<file path="src/energy_pkg.sv">
`default_nettype none
package energy_pkg;
  // bus geometry
  localparam int          ADDR_W        = 6;
  localparam int          DATA_W        = 32;
  localparam logic [5:0]  OFF_CTRL      = 6'h00;
  localparam logic [5:0]  OFF_LOCK      = 6'h08;
  localparam logic [5:0]  OFF_AUX       = 6'h24;
  localparam logic [5:0]  OFF_STATUS    = 6'h30;

  // control, aux and lock register fields
  localparam int          VREG_BIT      = 0;
  localparam int          BLOCK_BIT     = 1;
  localparam int          SEQ_LSB       = 2;
  localparam int          SEQ_MSB       = 3;
  localparam int          AUX_BIT       = 0;
  localparam int          LOCK_BIT      = 0;
  localparam int          KEY_MSB       = 15;

  // status register fields
  localparam int          STAT_ST_LSB   = 0;
  localparam int          STAT_ST_MSB   = 2;
  localparam int          STAT_CNT_LSB  = 4;
  localparam int          STAT_CNT_MSB  = 7;
  localparam int          STAT_LOCK_BIT = 8;

  // shutoff write sequence
  localparam logic [1:0]  SEQ_RESTART   = 2'h0;
  localparam logic [1:0]  SEQ_EVEN_VAL  = 2'h2;
  localparam logic [1:0]  SEQ_ODD_VAL   = 2'h3;
  localparam logic [3:0]  SEQ_LAST_IDX  = 4'h8;
  localparam logic [3:0]  SEQ_CNT_ONE   = 4'h1;

  // lock key
  localparam logic [15:0] UNLOCK_KEY    = 16'hade8;

  // reset values
  localparam logic        VREG_RST      = 1'h0;
  localparam logic        BLOCK_RST     = 1'h0;
  localparam logic [1:0]  SEQ_RST       = 2'h0;
  localparam logic [3:0]  CNT_RST       = 4'h0;
  localparam logic        LOCK_RST      = 1'h0;
  localparam logic        AUX_RST       = 1'h0;
  localparam logic [31:0] DATA_ZERO     = 32'h0000_0000;

  typedef enum logic [2:0] {
    ST_ACTIVE  = 3'h0,
    ST_PENDING = 3'h1,
    ST_LIGHT   = 3'h3,
    ST_DEEP    = 3'h2,
    ST_STOP    = 3'h6,
    ST_SHUTOFF = 3'h4
  } state_e;
endpackage
`default_nettype wire

</file>
<file path="src/energy_mode_entry_exit_control.sv">
`timescale 1ns/100ps
`default_nettype none
module energy_mode_entry_exit_control (
  input  wire logic                            clk_i,
  input  wire logic                            rst_n_i,
  input  wire logic                            ce_i,
  input  wire logic [energy_pkg::ADDR_W-1:0]   avs_address_i,
  input  wire logic                            avs_read_i,
  input  wire logic                            avs_write_i,
  input  wire logic [energy_pkg::DATA_W-1:0]   avs_writedata_i,
  input  wire logic [3:0]                      avs_byteenable_i,
  output logic      [energy_pkg::DATA_W-1:0]   avs_readdata_o,
  output logic                                 avs_waitrequest_o,
  input  wire logic                            sleep_req_i,
  input  wire logic                            deep_sleep_i,
  input  wire logic                            sleep_on_exit_i,
  input  wire logic                            handler_active_i,
  input  wire logic                            lf_branches_off_i,
  input  wire logic                            ultra_slow_sel_i,
  input  wire logic                            pulse_counter_ext_clk_i,
  input  wire logic                            other_irq_wake_i,
  input  wire logic                            rtc_wake_i,
  input  wire logic                            low_energy_serial_port_wake_i,
  input  wire logic                            i2c_addr_wake_i,
  input  wire logic                            pulse_counter_wake_i,
  input  wire logic                            analog_comparator_edge_wake_i,
  input  wire logic                            supply_comparator_edge_wake_i,
  input  wire logic                            pin_irq_wake_i,
  input  wire logic                            shutoff_pin_wake_i,
  input  wire logic                            pin_reset_i,
  input  wire logic                            power_cycle_i,
  output energy_pkg::state_e                   energy_state_o,
  output logic                                 core_run_o,
  output logic                                 hf_osc_on_o,
  output logic                                 lf_clk_on_o,
  output logic                                 core_reg_on_o,
  output logic                                 reg_full_drive_o
);
  import energy_pkg::*;

  typedef struct packed {
    state_e      st;
    state_e      tgt;
    logic        vreg;
    logic        block;
    logic [1:0]  seq_field;
    logic [3:0]  seq_cnt;
    logic        locked;
    logic        aux;
    logic        wait_n;
    logic [31:0] rdata;
    logic        core_run;
    logic        hf_on;
    logic        lf_on;
    logic        reg_on;
    logic        full_drive;
  } regs_s;

  regs_s q, d;

  ////////////////////////////////////////////////////////////////////////////
  // bus decode

  logic        take;
  logic        wr_take;
  logic        ctrl_wr;
  logic [1:0]  wr_seq;
  logic        seq_ok;
  logic        seq_done;
  logic        reset_src;
  logic        wake_ok;
  logic        sleep_take;
  logic        defer;
  logic [31:0] rd_val;
  state_e      pick;

  assign take      = ce_i && q.wait_n && (avs_read_i || avs_write_i);
  assign wr_take   = take && avs_write_i;
  assign ctrl_wr   = wr_take && (avs_address_i == OFF_CTRL) && avs_byteenable_i[0] && !q.locked;
  assign wr_seq    = avs_writedata_i[SEQ_MSB:SEQ_LSB];
  assign seq_ok    = (wr_seq == (q.seq_cnt[0] ? SEQ_ODD_VAL : SEQ_EVEN_VAL));
  assign seq_done  = ctrl_wr && seq_ok && (q.seq_cnt == SEQ_LAST_IDX) && (q.st == ST_ACTIVE);
  assign reset_src = pin_reset_i || power_cycle_i;

  ////////////////////////////////////////////////////////////////////////////
  // target decode

  always_comb begin
    if (!deep_sleep_i || q.block || q.vreg) begin
      pick = ST_LIGHT;
    end else if (lf_branches_off_i) begin
      pick = ST_STOP;
    end else begin
      pick = ST_DEEP;
    end
  end

  assign sleep_take = ce_i && sleep_req_i && (q.st == ST_ACTIVE) && !seq_done && !reset_src;
  assign defer      = sleep_on_exit_i && handler_active_i;

  ////////////////////////////////////////////////////////////////////////////
  // wakeup qualification

  always_comb begin
    unique case (q.st)
      ST_LIGHT: wake_ok = other_irq_wake_i || rtc_wake_i || low_energy_serial_port_wake_i || i2c_addr_wake_i
                          || pulse_counter_wake_i || analog_comparator_edge_wake_i || supply_comparator_edge_wake_i
                          || pin_irq_wake_i;
      ST_DEEP: wake_ok = rtc_wake_i || low_energy_serial_port_wake_i || i2c_addr_wake_i || pulse_counter_wake_i
                         || analog_comparator_edge_wake_i || supply_comparator_edge_wake_i || pin_irq_wake_i;
      ST_STOP: wake_ok = i2c_addr_wake_i || analog_comparator_edge_wake_i || supply_comparator_edge_wake_i || pin_irq_wake_i
                         || (rtc_wake_i && ultra_slow_sel_i)
                         || (pulse_counter_wake_i && pulse_counter_ext_clk_i);
      ST_SHUTOFF: wake_ok = shutoff_pin_wake_i;
      default: wake_ok = 1'b0;
    endcase
  end

  ////////////////////////////////////////////////////////////////////////////
  // read mux

  always_comb begin
    rd_val = DATA_ZERO;
    unique case (avs_address_i)
      OFF_CTRL: begin
        rd_val[VREG_BIT]        = q.vreg;
        rd_val[BLOCK_BIT]       = q.block;
        rd_val[SEQ_MSB:SEQ_LSB] = q.seq_field;
      end
      OFF_LOCK:   rd_val[LOCK_BIT] = q.locked;
      OFF_AUX:    rd_val[AUX_BIT]  = q.aux;
      OFF_STATUS: begin
        rd_val[STAT_ST_MSB:STAT_ST_LSB]   = q.st;
        rd_val[STAT_CNT_MSB:STAT_CNT_LSB] = q.seq_cnt;
        rd_val[STAT_LOCK_BIT]             = q.locked;
      end
      default: rd_val = DATA_ZERO;
    endcase
  end

  ////////////////////////////////////////////////////////////////////////////
  // next state

  always_comb begin
    d = q;
    if (ce_i) begin
      // bus handshake: one cycle of waitrequest low per access
      if (take) begin
        d.wait_n = 1'b0;
        d.rdata  = avs_read_i ? rd_val : DATA_ZERO;
      end else begin
        d.wait_n = 1'b1;
      end
      if (ctrl_wr) begin
        d.vreg      = avs_writedata_i[VREG_BIT];
        d.block     = avs_writedata_i[BLOCK_BIT];
        d.seq_field = wr_seq;
        if (wr_seq == SEQ_RESTART) begin
          d.seq_cnt = CNT_RST;
        end else if (seq_ok) begin
          d.seq_cnt = q.seq_cnt + SEQ_CNT_ONE;
        end else begin
          d.seq_cnt = CNT_RST;
        end
      end
      if (wr_take && (avs_address_i == OFF_LOCK) && (&avs_byteenable_i[1:0])) begin
        d.locked = (avs_writedata_i[KEY_MSB:0] != UNLOCK_KEY);
      end
      if (wr_take && (avs_address_i == OFF_AUX) && avs_byteenable_i[0] && !q.locked) begin
        d.aux = avs_writedata_i[AUX_BIT];
      end
      unique case (q.st)
        ST_ACTIVE: begin
          if (seq_done) begin
            d.st      = ST_SHUTOFF;
            d.seq_cnt = CNT_RST;
          end else if (sleep_take) begin
            d.tgt = pick;
            d.st  = defer ? ST_PENDING : pick;
          end
        end
        ST_PENDING: begin
          if (!handler_active_i) begin
            d.st = q.tgt;
          end
        end
        ST_LIGHT, ST_DEEP, ST_STOP: begin
          if (wake_ok) begin
            d.st = ST_ACTIVE;
          end
        end
        ST_SHUTOFF: begin
          if (wake_ok) begin
            d           = '0; // register contents lost in shutoff
            d.st        = ST_ACTIVE;
            d.tgt       = ST_ACTIVE;
            d.wait_n    = 1'b1;
          end
        end
        default: d.st = ST_ACTIVE;
      endcase
      if (reset_src) begin
        d        = '0;
        d.st     = ST_ACTIVE;
        d.tgt    = ST_ACTIVE;
        d.wait_n = 1'b1;
      end
      d.core_run   = (d.st == ST_ACTIVE) || (d.st == ST_PENDING);
      d.hf_on      = d.core_run || (d.st == ST_LIGHT);
      d.reg_on     = d.hf_on;
      d.lf_on      = (d.st != ST_STOP) && (d.st != ST_SHUTOFF);
      d.full_drive = ((d.st == ST_DEEP) || (d.st == ST_STOP)) ? d.vreg : d.reg_on;
    end
  end

  always_ff @(posedge clk_i or negedge rst_n_i) begin
    if (!rst_n_i) begin
      q            <= '0;
      q.st         <= ST_ACTIVE;
      q.tgt        <= ST_ACTIVE;
      q.vreg       <= VREG_RST;
      q.block      <= BLOCK_RST;
      q.seq_field  <= SEQ_RST;
      q.seq_cnt    <= CNT_RST;
      q.locked     <= LOCK_RST;
      q.aux        <= AUX_RST;
      q.wait_n     <= 1'b1;
      q.core_run   <= 1'b1;
      q.hf_on      <= 1'b1;
      q.reg_on     <= 1'b1;
      q.lf_on      <= 1'b1;
      q.full_drive <= 1'b1;
    end else begin
      q <= d;
    end
  end

  assign avs_readdata_o    = q.rdata;
  assign avs_waitrequest_o = q.wait_n;
  assign energy_state_o    = q.st;
  assign core_run_o        = q.core_run;
  assign hf_osc_on_o       = q.hf_on;
  assign lf_clk_on_o       = q.lf_on;
  assign core_reg_on_o     = q.reg_on;
  assign reg_full_drive_o  = q.full_drive;
endmodule // energy_mode_entry_exit_control
`default_nettype wire

</file>
<file path="config.mk">
export PLATFORM = sky130hd
export DESIGN_NAME = energy_mode_entry_exit_control
export DESIGN_NICKNAME = d
export VERILOG_FILES = /design/src/energy_pkg.sv /design/src/energy_mode_entry_exit_control.sv
export SDC_FILE = /design/constraint.sdc
export NUM_CORES = 1
export LEC_CHECK = 0
export BUFFER_PORTS_ARGS = -buffer_cell sky130_fd_sc_hd__buf_2
export CAP_MARGIN = 10
export CORE_MARGIN = 1
export CORE_UTILIZATION = 40
export CTS_CLUSTER_SIZE = 40
export DETAILED_ROUTE_END_ITERATION = 8
export GPL_ROUTABILITY_DRIVEN = 1
export GPL_TIMING_DRIVEN = 0
export PLACE_DENSITY = 0.67
export SLEW_MARGIN = 30
export SYNTH_ARGS = -nofsm -noshare
export SYNTH_HDL_FRONTEND = slang
export SYNTH_SLANG_ARGS = --single-unit
export TNS_END_PERCENT = 10
</file>
<file path="constraint.sdc">
create_clock -name clk_i -period 4.8 [get_ports clk_i]
set_clock_uncertainty 0.15 [all_clocks]
set_input_delay 0.48 -clock clk_i [delete_from_list [all_inputs] [get_ports clk_i]]
set_output_delay 0.48 -clock clk_i [all_outputs]
set_load 0.01 [all_outputs]
</file>
==> results of run 1 <==
metrics by stage:
step | total power [mW] | setup slack (ns) | cell area [um2] | std cells
floorplan | 0.5041 | 2.601 | 2770 | 273
global placement | 0.5505 | 2.343 | 3302 | 437
detailed placement | 0.5518 | 2.343 | 3304 | 437
CTS | 0.8032 | 2.458 | 3388 | 445
global route | 0.8368 | 2.256 | 3388 | 445
finish | 0.7922 | 2.440 | 3388 | 445
routing by layer:
| metal | up-vias | share of wire, % | routed length (um) |
|---|---|---|---|
| met5 | - | 0 | 0 |
| li1 | 1132 | - | - |
| met3 | 10 | 7.1 | 444 |
| met4 | 0 | 1.7 | 108 |
| met2 | 82 | 44 | 2760 |
| met1 | 1029 | 47 | 2928 |
worst reg2reg max path, stage by stage (launching register included):
cell and delay [ns]:
dfrtp_1 0.35, buf_2 0.24, nor2_1 0.08, a311o_1 0.35
clkbuf_1 0.22, o21ai_1 0.33, clkbuf_1 0.36, a22o_1 0.22
final timing paths:
path	from	to	slack [ns]	depth (start not counted)
min reg2reg	core_reg_on_o$_DFFE_PN1P_	core_reg_on_o$_DFFE_PN1P_	0.33	2
min	rst_n_i	avs_readdata_o[20]$_DFFE_PN0P_	0.04	1
max reg2reg	energy_state_o[0]$_DFFE_PN0P_	avs_readdata_o[6]$_DFFE_PN0P_	2.44	7
min in group clk_i	avs_writedata_i[1]	q[46]$_DFFE_PN0P_	0.28	2
max	energy_state_o[0]$_DFFE_PN0P_	avs_readdata_o[6]$_DFFE_PN0P_	2.44	7
max in group asynchronous	rst_n_i	energy_state_o[1]$_DFFE_PN0P_	4.03	1
flip-flops by register name, indices dropped and copies added, names as in the netlist:
register	flops
avs_readdata_o	32
avs_waitrequest_o	1
core_reg_on_o	1
core_run_o	1
energy_state_o	3
lf_clk_on_o	1
q	13
reg_full_drive_o	1
final cells by class:
cell class	instances	area share, %
Timing Repair Buffer	87	12.92
Sequential cell	53	39.33
Tap cell	77	2.843
Multi-Input combinational cell	169	32.72
Clock inverter	1	0.2216
Buffer	45	9.047
Clock buffer	7	2.253
Inverter	6	0.6647
power breakdown:
group	switching, mW	total (mW)	internal [mW]
Clock	0.146	0.250	0.104
Sequential	0.00355	0.457	0.453
Combinational	0.0502	0.0858	0.0356
cells in the mapped netlist, types with 2 or more instances:
master	count	area share (%)
a211o_1	3	0.95
a21o_1	3	0.81
a21oi_1	4	0.72
a221oi_1	2	0.63
a22o_1	9	2.8
a22oi_1	2	0.54
a31oi_1	3	0.68
a32o_1	3	1.1
and2_1	28	6.3
and4_1	3	0.95
buf_2	2	0.36
buf_4	36	9.8
clkbuf_1	7	0.95
dfrtp_1	48	43
dfstp_2	5	4.7
ha_1	2	0.90
inv_1	6	0.81
nand2_1	22	3.0
nand2b_1	4	0.90
nand3_1	5	0.90
nand4_1	3	0.68
nand4b_1	3	0.95
nor2_1	14	1.9
nor3_1	5	0.90
nor3b_1	2	0.54
nor4_1	2	0.45
o21a_1	4	1.1
o21ai_0	7	1.3
o21ai_1	9	1.6
o2bb2ai_1	2	0.63
o31a_1	2	0.63
o41ai_1	2	0.63
cells by family (layout without fill, tap and decap cells):
group           count (synthesis)  count (layout)  synth area share [%]
simple gates                  101             101                 20.78
compound gates                 64              64                 17.62
flops                          53              53                 48.10
buf+inv                        51             146                 11.88
fa+ha+maj                       2               2                0.9032
xor+xnor                        1               1                0.3162
mux                             1               1                0.4065
==> run summary, run 1 <==
vias in the first global route - 2221
H-tree depth - 2
grt met1 use - 25.72%
setup bufs post-CTS - 0
largest net degree at the start of global routing - 54
CTS sink cnt - 53
CTS tree - done
HPWL after DPL - 4.669 mm
via count - 2253
port bufs - 87
die area - 7262 um2
Total GRT Usage - 18.50%
most frequent cells in the layout - buf_2 (88), dfrtp_1 (48), buf_4 (37)
measured slew at the worst slew-check pin - 0.6447 ns
DRT Wirelength - 6.241 mm
Worst-Skew Late Latency - 0.31 ns
Worst EP arrival - 2.46 ns
initial detailed-routing violation count - 115
share of post-route cells with drive strength above 1 - 38.86%
maximum VDD drop - 97.08 uV
#FFs+latches synth - 53
total grt overflow - 0
vias per cell - 5.063
Critical Path Start Type - register
hold-fix buffer count after cts - 0
Antenna Nets Post-Route - 0
clock slew at reported path FFs - 0.10 ns
Synth Flop Type - dfrtp_1
Avg WL per Cell - 14.02 um
cell mode on critical path - clkbuf_1
I/O pin cnt - 106
busiest grt layer - met2
met2 track demand over resource - 27.71%
fmax - 0.4237 GHz
FF+latch area - 1333 um2
max incr delay on CP - 0.36 ns
CP Capture Type - register
core area - 6531 um2
EDFF count, synth - 0
final setup vio count - 0
Worst EP required - 4.90 ns
post-CTS resize count - 0
worst-path cell chain - buf_2, nor2_1, a311o_1, clkbuf_1, o21ai_1, clkbuf_1, a22o_1
Longest Clk Path Bufs - 2
# nets final - 434
die span in x - 85.22 um
Min-Delay Path Class - input pin to async pin
initial antenna violation count - 0
synthesized area - 2770 um2
CP Class - register to register
Area growth, synth to finish - 22.31%
RSZ-0062 raised after global routing - no
Final Max Slew Viols - 0
CP max FO - 10
Netlist cell types - 53
final core utilization - 51.88%
period utilization - 49.17%
syn_nets - 340
Max-Cap Viols - 0
DRC viols - 0
global-route wire length before repair - 10.47 mm
WHS - 0.03995 ns
final hold vios - 0
slowest CP cell - clkbuf_1
combined area of the multi-input logic cells - 1109 um2
Post-Syn Instances - 273
drt pass-1 iters - 4
starting density of the core - 42.41%
row cnt - 29
CTS root buffer - clkbuf_8
Async S/R FF share, synth - 100.0%
max_slew headroom - 57.02%
min Tclk post-route - 2.360 ns
run status - complete, no violations
CP delay by family, top - compound AO/OA/AOI/OAI gates
GPL Wtd Cong - 0.7851
grt met3 use - 4.669%
Synth Area per Inst - 10.15 um2
ANT cells - 0
final setup TNS - 0 ns
Power Density - 233.8 nW/um2
CP bufs+invs - 3
# fillers - 598
Yosys warning count - 0
die height - 85.22 um
Lkg Pwr - 1.732 nW
Seq/Total Area, Yosys - 48.10%
commonest non-fill, non-tap cell in the layout - buf_2
CTS buffer count - 5
Power figures use the tool's default switching activity.
==> run 2: changes to the inputs <==
--- a/config.mk
+++ b/config.mk
@@ -13,7 +13,7 @@
 export DETAILED_ROUTE_END_ITERATION = 8
 export GPL_ROUTABILITY_DRIVEN = 1
 export GPL_TIMING_DRIVEN = 0
-export PLACE_DENSITY = 0.67
+export PLACE_DENSITY = 0.7
 export SLEW_MARGIN = 30
 export SYNTH_ARGS = -nofsm -noshare
 export SYNTH_HDL_FRONTEND = slang
==> constraint.sdc (replaced) <==
create_clock -name clk_i -period 2.1 [get_ports clk_i]
set_clock_uncertainty 0.15 [all_clocks]
set_input_delay 0.21 -clock clk_i [delete_from_list [all_inputs] [get_ports clk_i]]
set_output_delay 0.21 -clock clk_i [all_outputs]
set_load 0.01 [all_outputs]
==> run summary, run 2 (synthesis gave the netlist of run 1 again) <==
CP bufs+invs - 1 (-2)
Longest Clk Path Bufs - 2 (unchanged)
CTS sink cnt - 53 (unchanged)
period utilization - 100.4% (+51 points)
starting density of the core - 42.41% (unchanged)
dpl cells - 437 (unchanged)
maximum VDD drop - 181.4 uV (+87%)
Worst EP required - 2.20 ns (-2.70 ns)
Largest register FFs - 32 (unchanged)
Critical Path Start Type - register
fmax - 0.4743 GHz (+12%)
I/O pin cnt - 106 (unchanged)
CTS buffer count - 5 (unchanged)
port bufs - 87 (unchanged)
max incr delay on CP - 0.56 ns (+0.20 ns)
Worst-Skew Late Latency - 0.30 ns (about the same)
final setup margin - -0.008357 ns (-2.448 ns)
final hold vios - 0 (unchanged)
CTS root buffer - clkbuf_8
cells on worst reg2reg path - 7 (unchanged)
DRT Wirelength - 6.421 mm (+2.9%)
worst-path cell chain - and4_4, and4b_2, a2111oi_4, o31a_1, buf_4, nor3_2, a21o_1
drt pass-1 iters - 4 (unchanged)
CP Capture Type - register
GPL Wtd Cong - 0.8767 (+12%)
core area - 6531 um2 (unchanged)
initial antenna violation count - 0 (unchanged)
Lkg Pwr - 1.837 nW (+6.1%)
Final Max Slew Viols - 0 (unchanged)
CTS tree - done
Power Density - 503.4 nW/um2 (+120%)
die span in x - 85.22 um (unchanged)
total grt overflow - 0 (unchanged)
Total GRT Usage - 17.64% (-0.86 points)
ANT cells - 0 (unchanged)
failing checks - negative setup slack
Min-Delay Path Class - input pin to register
# nets final - 447 (+3.0%)
via count - 2372 (+5.3%)
min Tclk post-route - 2.108 ns (-0.2517 ns)
CP delay by family, top - simple AND/OR/NAND/NOR gates
Avg WL per Cell - 14.02 um (about the same)
Antenna Nets Post-Route - 0 (unchanged)
DRC viols - 0 (unchanged)
die height - 85.22 um (unchanged)
Stages on worst setup path - 7 (unchanged)
run status - complete, but fails checks
WHS Path Cells - 2
clock slew at reported path FFs - 0.09 ns (about the same)
share of post-route cells with drive strength above 1 - 46.72% (+7.9 points)
die area - 7262 um2 (unchanged)
WHS - 0.02935 ns (-0.01060 ns)
RSZ-0062 raised after global routing - yes
final non-filler cell total - 458 (+2.9%)
most frequent cells in the layout - buf_2 (86), buf_4 (50), dfrtp_1 (46)
final setup vio count - 2 (+2)
slowest CP cell - dfstp_2
measured slew at the worst slew-check pin - 0.6561 ns (+0.01138 ns)
CP Class - register to register
max_slew headroom - 56.26% (-0.76 points)
Max-Cap Viols - 0 (unchanged)
commonest non-fill, non-tap cell in the layout - buf_2
HPWL after DPL - 4.657 mm (-0.27%)
Area growth, synth to finish - 30.04%
H-tree depth - 2 (unchanged)
initial detailed-routing violation count - 161 (+40%)
global-route wire length before repair - 10.23 mm (-2.4%)
largest net degree at the start of global routing - 54 (unchanged)
vias in the first global route - 2157 (-2.9%)
Worst EP arrival - 2.20 ns (-0.26 ns)
row cnt - 29 (unchanged)
vias per cell - 5.179 (+2.3%)
CP max FO - 5 (-5)
[run 2: changes by cell type in the layout (fill, tap and decap cells not counted), sizes merged]
cell,previous run,this run
buf,125,138
clkbuf,14,12
dlygate4sd3,0,2
[run 2: power by group]
| part | switching [mW] | total [mW] | internal [mW] | leakage, nW |
|---|---|---|---|---|
| Combinational | 0.122 | 0.215 | 0.0926 | 1.08 |
| Sequential | 0.00737 | 1.04 | 1.04 | 0.717 |
| Clock | 0.318 | 0.555 | 0.237 | 0.0385 |
[run 2: worst paths after layout]
path | slack, ns | endpoint | from
setup / recovery | -0.008 | core_run_o$_DFFE_PN1P_ | avs_waitrequest_o$_DFFE_PN1P_
hold / removal | 0.03 | q[50]$_DFFE_PN0P_ | lf_branches_off_i
setup reg to reg | -0.008 | core_run_o$_DFFE_PN1P_ | avs_waitrequest_o$_DFFE_PN1P_
hold reg to reg | 0.34 | core_reg_on_o$_DFFE_PN1P_ | core_reg_on_o$_DFFE_PN1P_
max in group asynchronous | 1.00 | energy_state_o[2]$_DFFE_PN0P_ | rst_n_i
min in group asynchronous | 0.32 | avs_readdata_o[25]$_DFFE_PN0P_ | rst_n_i
[run 2: repair_timing]
action                                  in CTS  in global routing
pin swaps                                    2                  6
endpoints found under the setup margin      37                 20
gates resized for setup                     14                 19
endpoints found under the hold margin       49                  0
hold buffers                                 2                  0
cloned                                       0                  0
setup buffers                                5                  8
[run 2: worst register-to-register path: cells and delay by family, from the launching register on]
family,cells,cell delay [ns]
AOI/OAI and AO/OA,3,0.50
DFF,1,0.56
and+or+nand+nor,3,0.70
buffers and inverters,1,0.15
[run 2: layout make-up]
class,instances,area (um2)
Fill cell,597,2929
Sequential cell,53,1335
Multi-Input combinational cell,169,1194
Timing Repair Buffer,102,559.3
Buffer,43,311.5
Tap cell,77,96.34
Clock buffer,7,76.32
Inverter,6,22.52
Clock inverter,1,7.507
[run 2: per-stage QoR]
stage               util (%)  setup TNS, ns  area, um2  power [mW]  worst slack, ns
finish                 55.15      -0.009363       3602       1.813        -0.008357
global route           55.15        -0.3950       3602       1.895          -0.1240
CTS                    53.18       -0.06753       3473       1.824         -0.04794
detailed placement     50.59         -5.435       3304       1.260          -0.2201
global placement       50.56         -5.251       3302       1.257          -0.2213
floorplan                  -              0       2770       1.152          0.07002
[run 2: per-layer routing]
| metal | global-route usage, % | wire, um | up-vias |
|---|---|---|---|
| met4 | 4.622 | 48 | 0 |
| met2 | 28.15 | 2971 | 86 |
| met5 | 0 | 0 | - |
| met1 | 24.69 | 3040 | 1121 |
| li1 | - | - | 1158 |
| met3 | 3.405 | 361 | 7 |
==> run 3: changes to the inputs <==
--- a/config.mk
+++ b/config.mk
@@ -14,8 +14,9 @@
 export GPL_ROUTABILITY_DRIVEN = 1
 export GPL_TIMING_DRIVEN = 0
 export PLACE_DENSITY = 0.7
+export SKIP_CTS_REPAIR_TIMING = 1
 export SLEW_MARGIN = 30
 export SYNTH_ARGS = -nofsm -noshare
 export SYNTH_HDL_FRONTEND = slang
 export SYNTH_SLANG_ARGS = --single-unit
-export TNS_END_PERCENT = 10
+export TNS_END_PERCENT = 100
==> run summary, run 3 (synthesis gave the netlist of run 1 again) <==
failing checks - negative setup slack
CTS root buffer - clkbuf_8
Worst EP arrival - 2.23 ns (+0.03 ns)
Power Density - 499.8 nW/um2 (-0.71%)
commonest non-fill, non-tap cell in the layout - buf_2
routed wl met3 - 345 um (-4.4%)
largest net degree at the start of global routing - 54 (unchanged)
total power - 1.812 mW (about the same)
cells on worst reg2reg path - 7 (unchanged)
CP delay by family, top - compound AO/OA/AOI/OAI gates
Worst R2R Setup Slack - -0.05 ns (-0.04 ns)
Worst EP required - 2.18 ns (-0.02 ns)
vias in the first global route - 2087 (-3.2%)
Max-Cap Viols - 0 (unchanged)
combined area of the multi-input logic cells - 1184 um2 (-0.84%)
worst-path cell chain - buf_4, xnor2_2, and4_4, a2111oi_4, o31a_1, a21o_2, a31oi_1
port bufs - 87 (unchanged)
Critical Path Start Type - register
fmax - 0.4652 GHz (-1.9%)
row cnt - 29 (unchanged)
maximum VDD drop - 181.6 uV (+0.14%)
WHS Path Cells - 2 (unchanged)
starting density of the core - 42.41% (unchanged)
final setup vio count - 3 (+1)
global-route wire length before repair - 9.991 mm (-2.3%)
final hold vios - 0 (unchanged)
dpl cells - 437 (unchanged)
period utilization - 102.4% (+2.0 points)
die area - 7262 um2 (unchanged)
H-tree depth - 2 (unchanged)
Min-Delay Path Class - input pin to register
slowest CP cell - dfrtp_2
Logic pwr share - 11.8% (about the same)
met2 WL - 2.989 mm (+0.61%)
# fillers - 595 (-0.34%)
share of post-route cells with drive strength above 1 - 46.89% (+0.17 points)
max_slew headroom - 56.50% (+0.24 points)
CP Class - register to register
via count - 2390 (+0.76%)
min Tclk post-route - 2.150 ns (+0.04138 ns)
DR top layer - met4
GPL Wtd Cong - 0.8767 (unchanged)
Largest register FFs - 32 (unchanged)
RSZ-0062 raised after global routing - yes
initial detailed-routing violation count - 167 (+3.7%)
Lkg Pwr - 1.863 nW (+1.4%)
net switching share of the total power - 24.65% (-0.066 points)
measured slew at the worst slew-check pin - 0.6525 ns (-0.003563 ns)
Hold EP - q[50]$_DFFE_PN0P_
CTS sink cnt - 53 (unchanged)
WHS - 0.02677 ns (-0.002573 ns)
run status - complete, but fails checks
Total GRT Usage - 17.22% (-0.41 points)
CP max FO - 4 (-1)
Avg WL per Cell - 14.03 um (about the same)
clock slew at reported path FFs - 0.09 ns (about the same)
CTS buffer count - 5 (unchanged)
sequential fraction of design power - 57.6% (about the same)
die height - 85.22 um (unchanged)
Area growth, synth to finish - 30.89%
Antenna Nets Post-Route - 0 (unchanged)
initial antenna violation count - 0 (unchanged)
Longest Clk Path Bufs - 2 (unchanged)
ANT cells - 0 (unchanged)
# nets final - 452 (+1.1%)
M1 WL - 3.090 mm (+1.6%)
Worst-Skew Late Latency - 0.30 ns (about the same)
Int Power - 1.366 mW (about the same)
HP Start - lf_branches_off_i
max incr delay on CP - 0.45 ns (-0.11 ns)
vias per cell - 5.162 (-0.33%)
worst reg2reg startpoint - q[40]$_DFFE_PN0P_
die span in x - 85.22 um (unchanged)
r2r endpoint - reg_full_drive_o$_DFFE_PN1P_
total grt overflow - 0 (unchanged)
DRC viols - 0 (unchanged)
DRT Wirelength - 6.495 mm (+1.2%)
switching power - 446.7 uW (-0.33%)
Final Max Slew Viols - 0 (unchanged)
CP Capture Type - register
CTS tree - done
FF+latch area - 1334 um2 (about the same)
most frequent cells in the layout - buf_2 (88), buf_4 (54), dfrtp_1 (47)
final setup margin - -0.04973 ns (-0.04138 ns)
I/O pin cnt - 106 (unchanged)
drt pass-1 iters - 5 (+1)
core area - 6531 um2 (unchanged)
HPWL after DPL - 4.657 mm (unchanged)
CP bufs+invs - 1 (unchanged)
final non-filler cell total - 463 (+1.1%)
Clock Power Share - 30.6% (about the same)
-- run 3: power by group through the flow --
stage          clock, mW  sequential, mW  combinational (mW)
2_1_floorplan          0            1.06              0.0875
3_3_place_gp           0            1.06               0.194
3_5_place_dp           0            1.06               0.197
4_1_cts            0.575            1.04               0.198
5_1_grt            0.611            1.05               0.239
6_report           0.555            1.04               0.214
-- run 3: worst reg2reg max path: stages, from the launching register on --
cell and delay (ns):
dfrtp_2 0.45, buf_4 0.17, xnor2_2 0.20, and4_4 0.29, a2111oi_4 0.07, o31a_1 0.37
a21o_2 0.22, a31oi_1 0.16
-- run 3: worst max-delay path by stage --
stage	cells after the start	endpoint	from
6_report	7	reg_full_drive_o$_DFFE_PN1P_	q[40]$_DFFE_PN0P_
5_1_grt	7	reg_full_drive_o$_DFFE_PN1P_	q[40]$_DFFE_PN0P_
4_1_cts	7	avs_readdata_o[6]$_DFFE_PN0P_	energy_state_o[0]$_DFFE_PN0P_
3_5_place_dp	7	avs_readdata_o[6]$_DFFE_PN0P_	energy_state_o[0]$_DFFE_PN0P_
3_3_place_gp	7	avs_readdata_o[6]$_DFFE_PN0P_	energy_state_o[0]$_DFFE_PN0P_
2_1_floorplan	8	core_run_o$_DFFE_PN1P_	q[40]$_DFFE_PN0P_
-- run 3: cell type report --
cell class                 instances  share of cell area (%)
clock buffer                       7                   2.105
inverter                           6                  0.6211
sequential                        53                   36.78
buffer                            43                   8.696
multi-input combinational        169                   32.64
tap                               77                   2.657
clock inverter                     1                  0.2070
timing repair buffer             107                   16.29
-- run 3: metrics by stage --
step                cell area [um2]  setup WS (ns)  util, %  setup TNS (ns)
floorplan                      2770        0.07002        -               0
global placement               3302        -0.2213    50.56          -5.251
detailed placement             3304        -0.2201    50.59          -5.435
CTS                            3388        -0.2524    51.88          -6.543
global route                   3626        -0.1425    55.52         -0.3894
finish                         3626       -0.04973    55.52        -0.06140
-- run 3: per-layer routing --
metal / vias to the layer above / GRT usage, %
li1: 1166 / -
met1: 1136 / 24.64
met2: 79 / 26.83
met3: 9 / 3.502
met4: 0 / 4.314
met5: - / 0
